==> src/hdl/pwm_gen_pkg.sv <==
// Shared constants and types of the multi-channel pulse generator
package pwm_gen_pkg;

  // ****************************************************************
  // Clocking
  // ****************************************************************
  localparam int unsigned MCLK_HZ     = 25_000_000;   // System clock rate in hertz
  localparam int unsigned PRESC_W     = 18;           // Prescaler counter width
  localparam logic [4:0]  SEL_MAX     = 5'h12;        // Slowest rate select, 25 MHz / 2^18
  localparam int unsigned RATE_W      = 25;           // Width holding the generator rate

  // ****************************************************************
  // Channels and settings
  // ****************************************************************
  localparam int unsigned NUM_CH      = 7;            // Channels 0 to 6
  localparam int unsigned CH_W        = 3;            // Channel index width
  localparam int unsigned FREQ_W      = 20;           // Frequency setting width
  localparam logic [19:0] FREQ_MIN    = 20'h00001;    // 1 Hz
  localparam logic [19:0] FREQ_MAX    = 20'hf4240;    // 1 000 000 Hz
  localparam int unsigned DUTY_W      = 7;            // Duty setting width
  localparam logic [6:0]  DUTY_MAX    = 7'h64;        // 100 percent
  localparam int unsigned PER_W       = 25;           // Period count width in ticks
  localparam logic [24:0] PER_MIN     = 25'h0000001;  // Shortest period, one tick
  localparam logic [24:0] CNT_ZERO    = 25'h0000000;  // Counter restart value

  // ****************************************************************
  // Divider
  // ****************************************************************
  localparam int unsigned DIV_W       = 32;           // Dividend and quotient width
  localparam logic [5:0]  DIV_STEPS   = 6'h20;        // One step per quotient bit
  localparam logic [31:0] PCT_DIV     = 32'h00000064; // Percent divisor, 100
  localparam logic [31:0] PCT_HALF    = 32'h00000032; // Rounding term, 50

  // Setup sequencer states, one-hot
  typedef enum logic [3:0] {
    S_IDLE = 4'b0001,
    S_PER  = 4'b0010,
    S_HIGH = 4'b0100,
    S_LOAD = 4'b1000
  } setup_state_t;

endpackage : pwm_gen_pkg

==> src/hdl/pwm_chan_if.sv <==
// Carrier between the setup logic and one output channel
`timescale 1ns/10ps
`default_nettype none

interface pwm_chan_if;
  import pwm_gen_pkg::*;

  logic             tick;      // Shared generator clock tick
  logic             load;      // New counts are valid this cycle
  logic [PER_W-1:0] period;    // Cycle length in ticks
  logic [PER_W-1:0] high;      // High time in ticks
  logic             start;     // Start request pulse
  logic             stop;      // Stop request pulse
  logic             irqEn;     // Completion event enable
  logic             pinOut;    // Pin level
  logic             pinOe_n;   // Pin driver enable, low drives
  logic             done;      // Cycle completed pulse

  modport ctl  (output tick, load, period, high, start, stop, irqEn,
                input  pinOut, pinOe_n, done);
  modport chan (input  tick, load, period, high, start, stop, irqEn,
                output pinOut, pinOe_n, done);
endinterface : pwm_chan_if

`default_nettype wire

==> src/hdl/pwm_channel.sv <==
// One output channel: cycle counter, shadow counts, pin driver
`timescale 1ns/10ps
`default_nettype none

module pwm_channel
  import pwm_gen_pkg::*;
(
  input  wire logic mclk,   // System clock
  input  wire logic rst_n,  // Synchronous reset, active low
  input  wire logic ce,     // Clock enable
  pwm_chan_if.chan  ch      // Control and pin side
);

  // ****************************************************************
  // State
  // ****************************************************************
  logic             cfgReg,  cfgNext;   // Counts have been loaded
  logic             runReg,  runNext;   // Stays running after this cycle
  logic             armReg,  armNext;   // Start seen, first cycle owed
  logic             actReg,  actNext;   // A cycle is in progress
  logic [PER_W-1:0] cntReg,  cntNext;   // Tick position in the cycle
  logic [PER_W-1:0] perReg,  perNext;   // Active period
  logic [PER_W-1:0] hiReg,   hiNext;    // Active high time
  logic [PER_W-1:0] pPerReg, pPerNext;  // Pending period
  logic [PER_W-1:0] pHiReg,  pHiNext;   // Pending high time
  logic             pinReg,  pinNext;   // Registered pin level
  logic             oeReg,   oeNext;    // Registered driver enable, low drives
  logic             doneReg, doneNext;  // Completion pulse

  // ****************************************************************
  // Decode
  // ****************************************************************
  wire logic lastTick = actReg && ch.tick && (cntReg == perReg - PER_MIN); // Cycle end
  wire logic keepGoing = runNext;                                         // Stop not pending
  wire logic launch   = !actReg && ch.tick && cfgReg && (armReg || runReg); // Fresh cycle

  // Next state of the channel
  always_comb begin
    cfgNext  = cfgReg || ch.load;
    // Start wins over a stop in the same cycle
    runNext  = ch.start ? 1'b1 : (ch.stop ? 1'b0 : runReg);
    armNext  = armReg || ch.start;
    actNext  = actReg;
    cntNext  = cntReg;
    perNext  = perReg;
    hiNext   = hiReg;
    pPerNext = ch.load ? ch.period : pPerReg;
    pHiNext  = ch.load ? ch.high   : pHiReg;
    doneNext = 1'b0;
    if (launch) begin
      // Begin a cycle on a tick boundary with the latest counts
      actNext = 1'b1;
      armNext = ch.start;
      cntNext = CNT_ZERO;
      perNext = pPerNext;
      hiNext  = pHiNext;
    end else if (lastTick) begin
      doneNext = ch.irqEn;
      if (keepGoing) begin
        // New counts only at the boundary, so no cycle is cut short
        cntNext = CNT_ZERO;
        perNext = pPerNext;
        hiNext  = pHiNext;
        armNext = 1'b0;
      end else begin
        // Stop pending: finish here, pin falls low and stays driven
        actNext = 1'b0;
        armNext = ch.start;
      end
    end else if (actReg && ch.tick) begin
      cntNext = cntReg + PER_MIN;
    end
    // High while below the high-time count, low otherwise and when idle
    pinNext  = actNext && (cntNext < hiNext);
    // Input until configured, then driven for good
    oeNext   = !cfgNext;
  end

  // ****************************************************************
  // Registers
  // ****************************************************************
  // Whole state frozen while ce is low
  always_ff @(posedge mclk) begin
    if (!rst_n) begin
      cfgReg  <= 1'b0;
      runReg  <= 1'b0;
      armReg  <= 1'b0;
      actReg  <= 1'b0;
      cntReg  <= CNT_ZERO;
      perReg  <= PER_MIN;
      hiReg   <= CNT_ZERO;
      pPerReg <= PER_MIN;
      pHiReg  <= CNT_ZERO;
      pinReg  <= 1'b0;
      oeReg   <= 1'b1;
      doneReg <= 1'b0;
    end else if (ce) begin
      cfgReg  <= cfgNext;
      runReg  <= runNext;
      armReg  <= armNext;
      actReg  <= actNext;
      cntReg  <= cntNext;
      perReg  <= perNext;
      hiReg   <= hiNext;
      pPerReg <= pPerNext;
      pHiReg  <= pHiNext;
      pinReg  <= pinNext;
      oeReg   <= oeNext;
      doneReg <= doneNext;
    end
  end

  assign ch.pinOut  = pinReg;
  assign ch.pinOe_n = oeReg;
  assign ch.done    = doneReg;

endmodule // pwm_channel

`default_nettype wire

==> src/hdl/multi_channel_pwm_generator.sv <==
// Top of the seven-channel pulse generator with shared prescaler
// How it works
// - Seven independent channels, each its own pin.
// - Frequency setting accepted from 1 to 1000000.
// - Duty setting 0 to 100 percent high.
// - Setup before start: pin drives low.
// - Cycle starts high, then low, repeats.
// - Start before setup: input, then runs.
// - Stop finishes current cycle, none after.
// - Stopped pin stays driven low.
// - Enabled event pulses at each cycle end.
// - One shared generator clock for all.
// - Generator rate from discrete selectable set.
// - Pin levels change only on generator ticks.
// - Period is rounded rate over frequency.
`timescale 1ns/10ps
`default_nettype none

module multi_channel_pwm_generator
  import pwm_gen_pkg::*;
(
  input  wire logic              mclk,         // System clock, 25 MHz
  input  wire logic              rst_n,        // Synchronous reset, active low
  input  wire logic              ce,           // Clock enable, freezes all state
  input  wire logic [4:0]        clkSel,       // Generator rate = 25 MHz / 2^clkSel, values above 18 act as 18
  input  wire logic              setupValid,   // Setup request
  output logic                   setupReady,   // Setup sequencer idle
  input  wire logic [CH_W-1:0]   setupChan,    // Channel to set up
  input  wire logic [FREQ_W-1:0] setupFreq,    // Output frequency in hertz
  input  wire logic [DUTY_W-1:0] setupDuty,    // Percent high
  input  wire logic [NUM_CH-1:0] startReq,     // Start pulses, one per channel
  input  wire logic [NUM_CH-1:0] stopReq,      // Stop pulses, one per channel
  input  wire logic [NUM_CH-1:0] irqEnable,    // Completion event enables
  output logic      [NUM_CH-1:0] pwmOut,       // Pin output levels
  output logic      [NUM_CH-1:0] pwmOe_n,      // Pin driver enables, low drives
  output logic      [NUM_CH-1:0] cycleIrq      // Cycle completed pulses
);

  // ****************************************************************
  // Shared divider step
  // ****************************************************************
  // One restoring step: returns {remainder, quotient}
  function automatic logic [2*DIV_W:0] divStep(input logic [DIV_W:0]   remIn,
                                               input logic [DIV_W-1:0] quoIn,
                                               input logic [DIV_W-1:0] dvsr);
    logic [DIV_W:0]   r;
    logic [DIV_W-1:0] q;
    r = {remIn[DIV_W-1:0], quoIn[DIV_W-1]};
    q = {quoIn[DIV_W-2:0], 1'b0};
    if (r >= {1'b0, dvsr}) begin
      r    = r - {1'b0, dvsr};
      q[0] = 1'b1;
    end
    return {r, q};
  endfunction

  // ****************************************************************
  // Prescaler
  // ****************************************************************
  logic [PRESC_W-1:0] prescReg;                     // Free-running prescaler
  wire  logic [4:0]   selEff = (clkSel > SEL_MAX) ? SEL_MAX : clkSel; // Clamp to slowest
  wire  logic [PRESC_W-1:0] selMask = PRESC_W'((19'h00001 << selEff) - 19'h00001);
  // Changing the rate retimes every running channel at once
  wire  logic tick = ((prescReg & selMask) == selMask);

  // Prescaler advances every enabled cycle
  always_ff @(posedge mclk) begin
    if (!rst_n) begin
      prescReg <= '0;
    end else if (ce) begin
      prescReg <= prescReg + PRESC_W'(1);
    end
  end

  // ****************************************************************
  // Setup sequencer
  // ****************************************************************
  setup_state_t       stReg, stNext;       // Sequencer state
  logic [CH_W-1:0]    chanReg;             // Channel being set up
  logic [DUTY_W-1:0]  dutyReg;             // Clamped duty
  logic [DIV_W-1:0]   dvsrReg;             // Current divisor
  logic [DIV_W:0]     remReg;              // Partial remainder
  logic [DIV_W-1:0]   quoReg;              // Shifting dividend and quotient
  logic [5:0]         stepReg;             // Steps left
  logic [PER_W-1:0]   perReg;              // Resulting period
  logic [PER_W-1:0]   hiReg;               // Resulting high time

  wire logic [FREQ_W-1:0] freqClamp = (setupFreq < FREQ_MIN) ? FREQ_MIN :
                                      ((setupFreq > FREQ_MAX) ? FREQ_MAX : setupFreq);
  wire logic [DUTY_W-1:0] dutyClamp = (setupDuty > DUTY_MAX) ? DUTY_MAX : setupDuty;
  wire logic [RATE_W-1:0] genRate   = RATE_W'(MCLK_HZ >> selEff);
  // Rounded quotient: (rate + freq/2) / freq
  wire logic [DIV_W-1:0]  perDividend = DIV_W'(genRate) + DIV_W'(freqClamp >> 1);
  wire logic [2*DIV_W:0]  stepOut   = divStep(remReg, quoReg, dvsrReg);
  wire logic              accept    = setupValid && (stReg == S_IDLE);
  wire logic              divLast   = (stepReg == 6'h01);
  // A zero quotient means the frequency is above the rate: use one tick
  wire logic [PER_W-1:0]  perResult = (stepOut[DIV_W-1:0] == '0) ? PER_MIN : stepOut[PER_W-1:0];
  // High time rounded: (period * duty + 50) / 100
  wire logic [DIV_W-1:0]  hiDividend = DIV_W'(perResult) * DIV_W'(dutyReg) + PCT_HALF;

  assign setupReady = (stReg == S_IDLE);

  // Next sequencer state
  always_comb begin
    case (stReg)
      S_IDLE:  stNext = accept ? S_PER : S_IDLE;
      S_PER:   stNext = divLast ? S_HIGH : S_PER;
      S_HIGH:  stNext = divLast ? S_LOAD : S_HIGH;
      S_LOAD:  stNext = S_IDLE;
      default: stNext = S_IDLE;
    endcase
  end

  // State register
  always_ff @(posedge mclk) begin
    if (!rst_n) begin
      stReg <= S_IDLE;
    end else if (ce) begin
      stReg <= stNext;
    end
  end

  // Divider datapath; serial to keep the area of two dividers down
  always_ff @(posedge mclk) begin
    if (!rst_n) begin
      chanReg <= '0;
      dutyReg <= '0;
      dvsrReg <= '0;
      remReg  <= '0;
      quoReg  <= '0;
      stepReg <= '0;
      perReg  <= PER_MIN;
      hiReg   <= '0;
    end else if (ce) begin
      if (accept) begin
        // Latch request, start the period division
        chanReg <= setupChan;
        dutyReg <= dutyClamp;
        dvsrReg <= DIV_W'(freqClamp);
        remReg  <= '0;
        quoReg  <= perDividend;
        stepReg <= DIV_STEPS;
      end else if (stReg == S_PER && divLast) begin
        // Period done, start the high-time division
        perReg  <= perResult;
        dvsrReg <= PCT_DIV;
        remReg  <= '0;
        quoReg  <= hiDividend;
        stepReg <= DIV_STEPS;
      end else if (stReg == S_HIGH && divLast) begin
        hiReg   <= stepOut[PER_W-1:0];
        stepReg <= '0;
      end else if (stReg == S_PER || stReg == S_HIGH) begin
        remReg  <= stepOut[2*DIV_W:DIV_W];
        quoReg  <= stepOut[DIV_W-1:0];
        stepReg <= stepReg - 6'h01;
      end
    end
  end

  // ****************************************************************
  // Channels
  // ****************************************************************
  pwm_chan_if chIf [NUM_CH] ();   // One carrier per channel

  // Each channel runs on its own, sharing only the tick
  for (genvar i = 0; i < NUM_CH; i++) begin : g_ch
    assign chIf[i].tick   = tick;
    assign chIf[i].load   = (stReg == S_LOAD) && (chanReg == CH_W'(i));
    assign chIf[i].period = perReg;
    assign chIf[i].high   = hiReg;
    assign chIf[i].start  = startReq[i];
    assign chIf[i].stop   = stopReq[i];
    assign chIf[i].irqEn  = irqEnable[i];
    assign pwmOut[i]      = chIf[i].pinOut;
    assign pwmOe_n[i]     = chIf[i].pinOe_n;
    assign cycleIrq[i]    = chIf[i].done;

    pwm_channel u_ch (
      .mclk  (mclk),
      .rst_n (rst_n),
      .ce    (ce),
      .ch    (chIf[i])
    );
  end

endmodule // multi_channel_pwm_generator

`default_nettype wire

==> config.mk <==
export PLATFORM = sky130hd
export DESIGN_NAME = multi_channel_pwm_generator
export DESIGN_NICKNAME = d
export VERILOG_FILES = /design/src/hdl/pwm_gen_pkg.sv /design/src/hdl/pwm_chan_if.sv /design/src/hdl/pwm_channel.sv /design/src/hdl/multi_channel_pwm_generator.sv
export SDC_FILE = /design/constraint.sdc
export NUM_CORES = 2
export LEC_CHECK = 0
export BUFFER_PORTS_ARGS = -buffer_cell sky130_fd_sc_hd__buf_2
export CELL_PAD_IN_SITES_DETAIL_PLACEMENT = 0
export CELL_PAD_IN_SITES_GLOBAL_PLACEMENT = 2
export CORE_MARGIN = 2
export CORE_UTILIZATION = 42
export CTS_CLUSTER_DIAMETER = 40
export CTS_CLUSTER_SIZE = 40
export DETAILED_ROUTE_END_ITERATION = 8
export HOLD_SLACK_MARGIN = 0.08
export PLACE_DENSITY = 0.84
export SLEW_MARGIN = 20
export SYNTH_ARGS = -nofsm -noshare
export SYNTH_HDL_FRONTEND = slang
export SYNTH_HIERARCHICAL = 1
export SYNTH_SLANG_ARGS = --single-unit
==> constraint.sdc <==
create_clock -name mclk -period 17.42 [get_ports mclk]
set_clock_uncertainty 0.05 [all_clocks]
set_input_delay 3.484 -clock mclk [delete_from_list [all_inputs] [get_ports mclk]]
set_output_delay 3.484 -clock mclk [all_outputs]
set_load 0.01 [all_outputs]
### Word level (Yosys, flattened, before mapping)

Cells that the tools add are included.
W data, S select, Z words.

* $add $sub $neg: 20
* multipliers: 1
* order comparisons: 12
* equal/unequal tests: 20
* shifts and indexed selects: 2
* mux-type cells: 179
* bitwise gates (word level): 3
* reduce and logical (&&, ||, !) cells: 120

Operator list (number)
* $mux W25: 85
* $mux W32: 11
* $add A25 B1 Y25 const B: 7
* $eq A25 B25 Y1: 7
* $lt A25 B25 Y1: 7
* $sub A25 B1 Y25 const B: 7
* $mux W1: 71
* $logic_and A1 B1 Y1: 52
* $mux W20: 2
* $ge A33 B32 Y1: 1
* $add A32 B6 Y32 const B: 1
* $logic_not A32 Y1: 1
* $mul A25 B7 Y32: 1
* $sub A32 B32 Y32: 1
* $reduce_bool A2 Y1: 15
* $reduce_and A3 Y1: 9
* $add A25 B19 Y26: 1
* $shr A25 B5 Y25 const A: 1
* $mux W6: 4
* $logic_or A1 B1 Y1: 22
* $gt A20 B20 Y1 const B: 1
* $lt A20 B1 Y1 const B: 1
* $add A18 B1 Y18 const B: 1
* $and A18 B18 Y18: 1
* other kinds (28): 47

* bits in registers: 1108
* bits of input ports: 60
* output and inout port bits: 22
* logic and storage cells: 451

### Longest topological paths before layout

* depth after elaboration: 12
* depth in mapped cells: 31
* mapped depth without buffers: 28

### By module

The synthesis kept the hierarchy.

By module, submodules not included
* pwm_channel at g_ch[0].u_ch ...: instances 4, cells each 989, area each 7756.2 sq um, sequential area each 2642.5 sq um
* multi_channel_pwm_generator: instances 1, cells each 2110, area each 16507.1 sq um, sequential area each 3443.3 sq um
* pwm_channel at g_ch[4].u_ch ...: instances 2, cells each 1039, area each 8026.4 sq um, sequential area each 2642.5 sq um
* pwm_channel at g_ch[6].u_ch: instances 1, cells each 984, area each 7572.3 sq um, sequential area each 2642.5 sq um

### Worst setup path before layout

Ideal clock, no wire load.

* kind: input to register
* start point: input port clkSel[2]
* end point: register g_ch[4].u_ch.pinReg
* setup time: 0.119 ns
* data arrival time: 10.496 ns
* data required time: 17.251 ns
* setup slack: 6.755 ns
* stages on the path: 26
* buffers on the path: 5
* cell sequence: clkbuf_1 > or2_2 > clkbuf_1 > or3_1 > ha_1 > clkbuf_1 > o21ai_0 > a21oi_1 > a2111oi_0 > o2111ai_1 > nor4_1 > nand2_1 > a311oi_1 > nor4b_1 > nand2_1 > nand2_1 > buf_2 > buf_2 > o21ai_0 > ha_1 > nand4_1 > nor2_1 > nand4_1 > or4_1 > or4_1 > o221a_1

* longest elaborated chain between the ends: 12
* elaborated cells between the ends (all ways): 20
* classes of those cells: add/sub (1); order compare (2); eq/ne (1); shift (1); mux (8); bitwise (1); reduce/logical (6)

RTL lines
* start, declared: RTL line multi_channel_pwm_generator.sv:25 `input wire logic [4:0] clkSel,`
* $gt A5 B5 Y1: RTL line multi_channel_pwm_generator.sv:61 `wire logic [4:0] selEff = (clkSel > SEL_MAX) ? SEL_MAX : clkSel;`
* $mux W5 (*): RTL line multi_channel_pwm_generator.sv:61
* $shl A1 B5 Y18 (*): RTL line multi_channel_pwm_generator.sv:62 `wire logic [PRESC_W-1:0] selMask = PRESC_W'((19'h00001 << selEff) - 19'h00001);`
* $sub A18 B1 Y18 (*): RTL line multi_channel_pwm_generator.sv:62
* $and A18 B18 Y18: RTL line multi_channel_pwm_generator.sv:64 `wire logic tick = ((prescReg & selMask) == selMask);`
* $eq A18 B18 Y1 (*): RTL line multi_channel_pwm_generator.sv:64
* named net chIf[0].tick: RTL line pwm_chan_if.sv:8 `logic tick;`
* $logic_and A1 B1 Y1, on equally long branches: RTL line pwm_channel.sv:33, pwm_channel.sv:70, pwm_channel.sv:35
* $mux W25, or another cell as far along: RTL line pwm_channel.sv:70 `end else if (actReg && ch.tick) begin`
* $mux W25 or $logic_and A1 B1 Y1 (tied branches): RTL line pwm_channel.sv:57, pwm_channel.sv:35
* $mux W25: RTL line pwm_channel.sv:50 `if (launch) begin`
* $lt A25 B25 Y1: RTL line pwm_channel.sv:74 `pinNext = actNext && (cntNext < hiNext);`
* $logic_and A1 B1 Y1 (*): RTL line pwm_channel.sv:74
* end signal, assigned: RTL line pwm_channel.sv:107 `pinReg <= pinNext;`
* end, declared: RTL line pwm_channel.sv:26 `logic pinReg, pinNext;`

Mark *: on every way through the listed nets, which the timed path passes. The rest lies on a longest branch.
A chain may end at the register's enable or synchronous reset.

### Final worst setup path

* start point: input port clkSel[4]
* end point: register g_ch[5].u_ch.pinReg

* longest elaborated chain between the ends: 12
* elaborated cells between the ends (all ways): 20
* classes of those cells: add/sub (1); order compare (2); eq/ne (1); shift (1); mux (8); bitwise (1); reduce/logical (6)

RTL lines (RTL line)
* $gt A5 B5 Y1: multi_channel_pwm_generator.sv:61
* $mux W5 (*): multi_channel_pwm_generator.sv:61
* $shl A1 B5 Y18 (*): multi_channel_pwm_generator.sv:62
* $sub A18 B1 Y18 (*): multi_channel_pwm_generator.sv:62
* $and A18 B18 Y18: multi_channel_pwm_generator.sv:64
* $eq A18 B18 Y1 (*): multi_channel_pwm_generator.sv:64
* named net chIf[0].tick: pwm_chan_if.sv:8
* $logic_and A1 B1 Y1, on equally long branches: pwm_channel.sv:33, pwm_channel.sv:70, pwm_channel.sv:35
* $mux W25, or another cell as far along: pwm_channel.sv:70
* $mux W25 or $logic_and A1 B1 Y1 (tied branches): pwm_channel.sv:57, pwm_channel.sv:35
* $mux W25: pwm_channel.sv:50
* $lt A25 B25 Y1: pwm_channel.sv:74
* $logic_and A1 B1 Y1 (*): pwm_channel.sv:74
* end signal, assigned: pwm_channel.sv:107
* end, declared: pwm_channel.sv:26

Marked as above.

==> metrics.cfg <==
[clock_network]
cts.path.max_buffers=3
htree_num_levels=4
post_cts_buffers=0
cts_hold_buf=0
cts_resized=0
clk_latency_ns=0.87
cts_buffers=207
cts_root_buffer=clkbuf_16
clkTransAtPathRegs_ns=0.05
cts_tree=done
clock-sinks=1096

[yosys]
ys_seq_area_frac=0.308
ys_ff_latch=1096
synth_area_um2=71200
ys_top_cells_by_count=nand2_1, dfxtp_1, nor2_1
synth_top_cell_by_area=dfxtp_1
syn_nets=9600
syn-instance-count=9128
yosys_warnings=6
ys_types=113
synth_area_leaders=dfxtp_1, nand2_1, mux2i_1
async_reset_ff_frac=0
ys.flop_type=dfxtp_1
yosysMostFrequentCell=nand2_1
synth_edf_count=0
syn_avg_cell_area_um2=7.80
synth_top_area_frac=0.308

[floorplanning]
fp-row-count=151
core_region_area_um2=169000
die_h_um=416
io_pins=82
fp.dieArea_um2=173000
initial_utilization=0.421
die_w_um=416

[pwr]
p_total_mw=7.34
clkPwrFrac=0.604
p_leak_nw=29.3
power_density_nw_per_um2=91.3
power.internal_mw=5.45
combPwrFrac=0.049
power_switching_mw=1.89
p_seq_frac=0.347
switching_share=0.257
peakVddDrop_mv=0.115

[setup_path]
critPathRequiredTime_ns=18.09
timing.rr.end=quoReg[30]$_SDFFE_PN0P_
setup.worst_path.end_class=register
setup.worst_path.start=clkSel[4]
worstPathArrival_ns=11.15
reg2reg_depth=27
crit_type=in2reg
reg2reg_from=dvsrReg[1]$_SDFFE_PN0P_
critPathLaunchType=primary input
reg2reg_slack_ns=9.76
crit_path_max_fanout=62

[min_path]
hp-class=reg2reg
whs_path_depth=2
min_from=g_ch[5].u_ch/pHiReg[18]$_SDFFE_PN0P_
hold_path_end=g_ch[5].u_ch/pHiReg[18]$_SDFFE_PN0P_

[drt]
drt_iter0_markers=5105
drc=0
routed_wl_mm=243
dr_total_vias=65518
wire_per_inst_um=21.5
first_pass_iters=8
ant_nets=0
viasPerCell=5.82

[sta]
hold_viol=0
hold_slack_ns=0.400
tns_ns=0
timing.final.crit_share=0.602
min_period_ns=10.48
rsz0062_at_grt=false
slew_headroom=0.189
setup_viol=0
max_freq_mhz=95.4
slew_viol_final=0
tightestPinTransition_ns=1.22
setup_ws_ns=6.94

[global_routing]
grt_remaining_overflow=0
grt_first_pass_wirelength_mm=374
grt_pass1_vias=61562
grt_max_degree=101
grt_use_total=0.273
antenna_found_initial=9

[placement]
place.gp.congestion=0.897
dp_slack_ns=6.10
numPortBuffers=81
dpl.hpwl_mm=167

[final_layout]
area_growth_pct=13.1
fin_nets=9330
drive_above_1_share=0.0902
final_util=0.476

[flow_run]
drv_cap=0

[status]
status=completed

## cells in the final DEF (no fill, tap or decap), drive strengths merged, types with 68 or more instances in the layout
master,netlist,final
o211ai,95,95
inv,256,295
a21oi,737,737
and2,193,193
clkbuf,468,235
nand3,294,294
nor2,770,770
a31oi,167,167
o21ai,384,384
or3,111,111
fa,120,120
a211oi,381,381
xnor2,193,193
o21a,76,76
mux2i,400,400
dfxtp,1096,1096
nand2,1391,1391
buf,227,214
nor3,130,130
nand2b,75,75
xor2,153,153
nor4,118,118
clkinv,5,68
a21o,86,86
ha,292,292
nand4,166,166
and3,114,114
## cells by family after synthesis
kind of cell	count (synthesis)	synth area share
buffers and inverters	956	0.0557
and+or+nand+nor	3664	0.249
muxes	428	0.0607
xor gates and xnor gates	346	0.0426
DFF	1096	0.308
AOI/OAI and AO/OA	2226	0.199
adders and majority gates	412	0.0851
## worst max path at each step
stage | end | slack, ns | cells past startpoint
after detailed placement | g_ch[5].u_ch/ch.pinOut$_SDFFE_PN0P_ | 6.10 | 25
after CTS | g_ch[5].u_ch/ch.pinOut$_SDFFE_PN0P_ | 6.99 | 25
final | g_ch[5].u_ch/ch.pinOut$_SDFFE_PN0P_ | 6.94 | 25
after global routing | g_ch[5].u_ch/ch.pinOut$_SDFFE_PN0P_ | 6.27 | 25
after floorplan | g_ch[4].u_ch/ch.pinOut$_SDFFE_PN0P_ | 6.76 | 26
after global placement | g_ch[5].u_ch/ch.pinOut$_SDFFE_PN0P_ | 6.15 | 25
## registers in the layout (all words and copies together), names as in the netlist, 6 cells and up
name and count:
chIf.high 25, chIf.period 25, dutyReg 7, dvsrReg 20, g_ch.u_ch/actReg 7, g_ch.u_ch/armReg 7
g_ch.u_ch/cfgReg 7, g_ch.u_ch/ch.done 7, g_ch.u_ch/ch.pinOe_n 7, g_ch.u_ch/ch.pinOut 7, g_ch.u_ch/cntReg 175, g_ch.u_ch/hiReg 175
g_ch.u_ch/pHiReg 175, g_ch.u_ch/pPerReg 175, g_ch.u_ch/perReg 175, g_ch.u_ch/runReg 7, prescReg 18, quoReg 32
remReg 32, stepReg 6
## cell type report
cell class	count	area [um^2]
Fill cell	16669	88500
Multi-Input combinational cell	7076	45400
Sequential cell	1096	21900
Clock buffer	233	5430
Tap cell	2218	2780
Clock inverter	161	2390
Timing Repair Buffer	216	1480
Inverter	261	991
Antenna cell	1	2.50
## power groups by stage
stage               sequential, mW  clock [mW]  combinational [mW]
finish                        2.55        4.43               0.362
global route                  2.55        4.62               0.396
CTS                           2.55        4.50               0.360
detailed placement            2.60           0               0.358
global placement              2.60           0               0.358
floorplan                     2.58           0               0.263
## per-stage QoR
| stage | instance area, um^2 | instances |
|---|---|---|
| 2_1_floorplan | 71200 | 9128 |
| 3_3_place_gp | 72500 | 10864 |
| 3_5_place_dp | 72500 | 10864 |
| 4_1_cts | 80400 | 11258 |
| 5_1_grt | 80400 | 11261 |
| 6_report | 80400 | 11262 |
## per-layer routing
metal	vias to the layer above	part of all wire	track usage
li1	31987	-	-
met1	31450	0.46	0.370
met2	1681	0.46	0.440
met3	400	0.049	0.0356
met4	0	0.037	0.102
met5	-	0	0
## critical path, cell delays in order
cell       delay [ns]
buf_2            0.30
or2_2            0.44
or3_1            0.38
ha_1             0.41
and2_1           0.23
o21bai_1         0.12
a21oi_1          0.08
a2111oi_0        0.29
o2111ai_1        0.21
nor4_2           0.18
buf_4            0.58
nand2_1          0.34
a311oi_1         0.26
nor4b_1          0.47
nand2_1          0.11
buf_4            0.24
nand2_2          0.73
o21ai_0          0.21
ha_1             0.35
nand4_1          0.10
nor2_1           0.13
nand4_1          0.15
or4_1            0.55
or4_1            0.54
o221a_1          0.21
(Power assumes the default switching activity.)
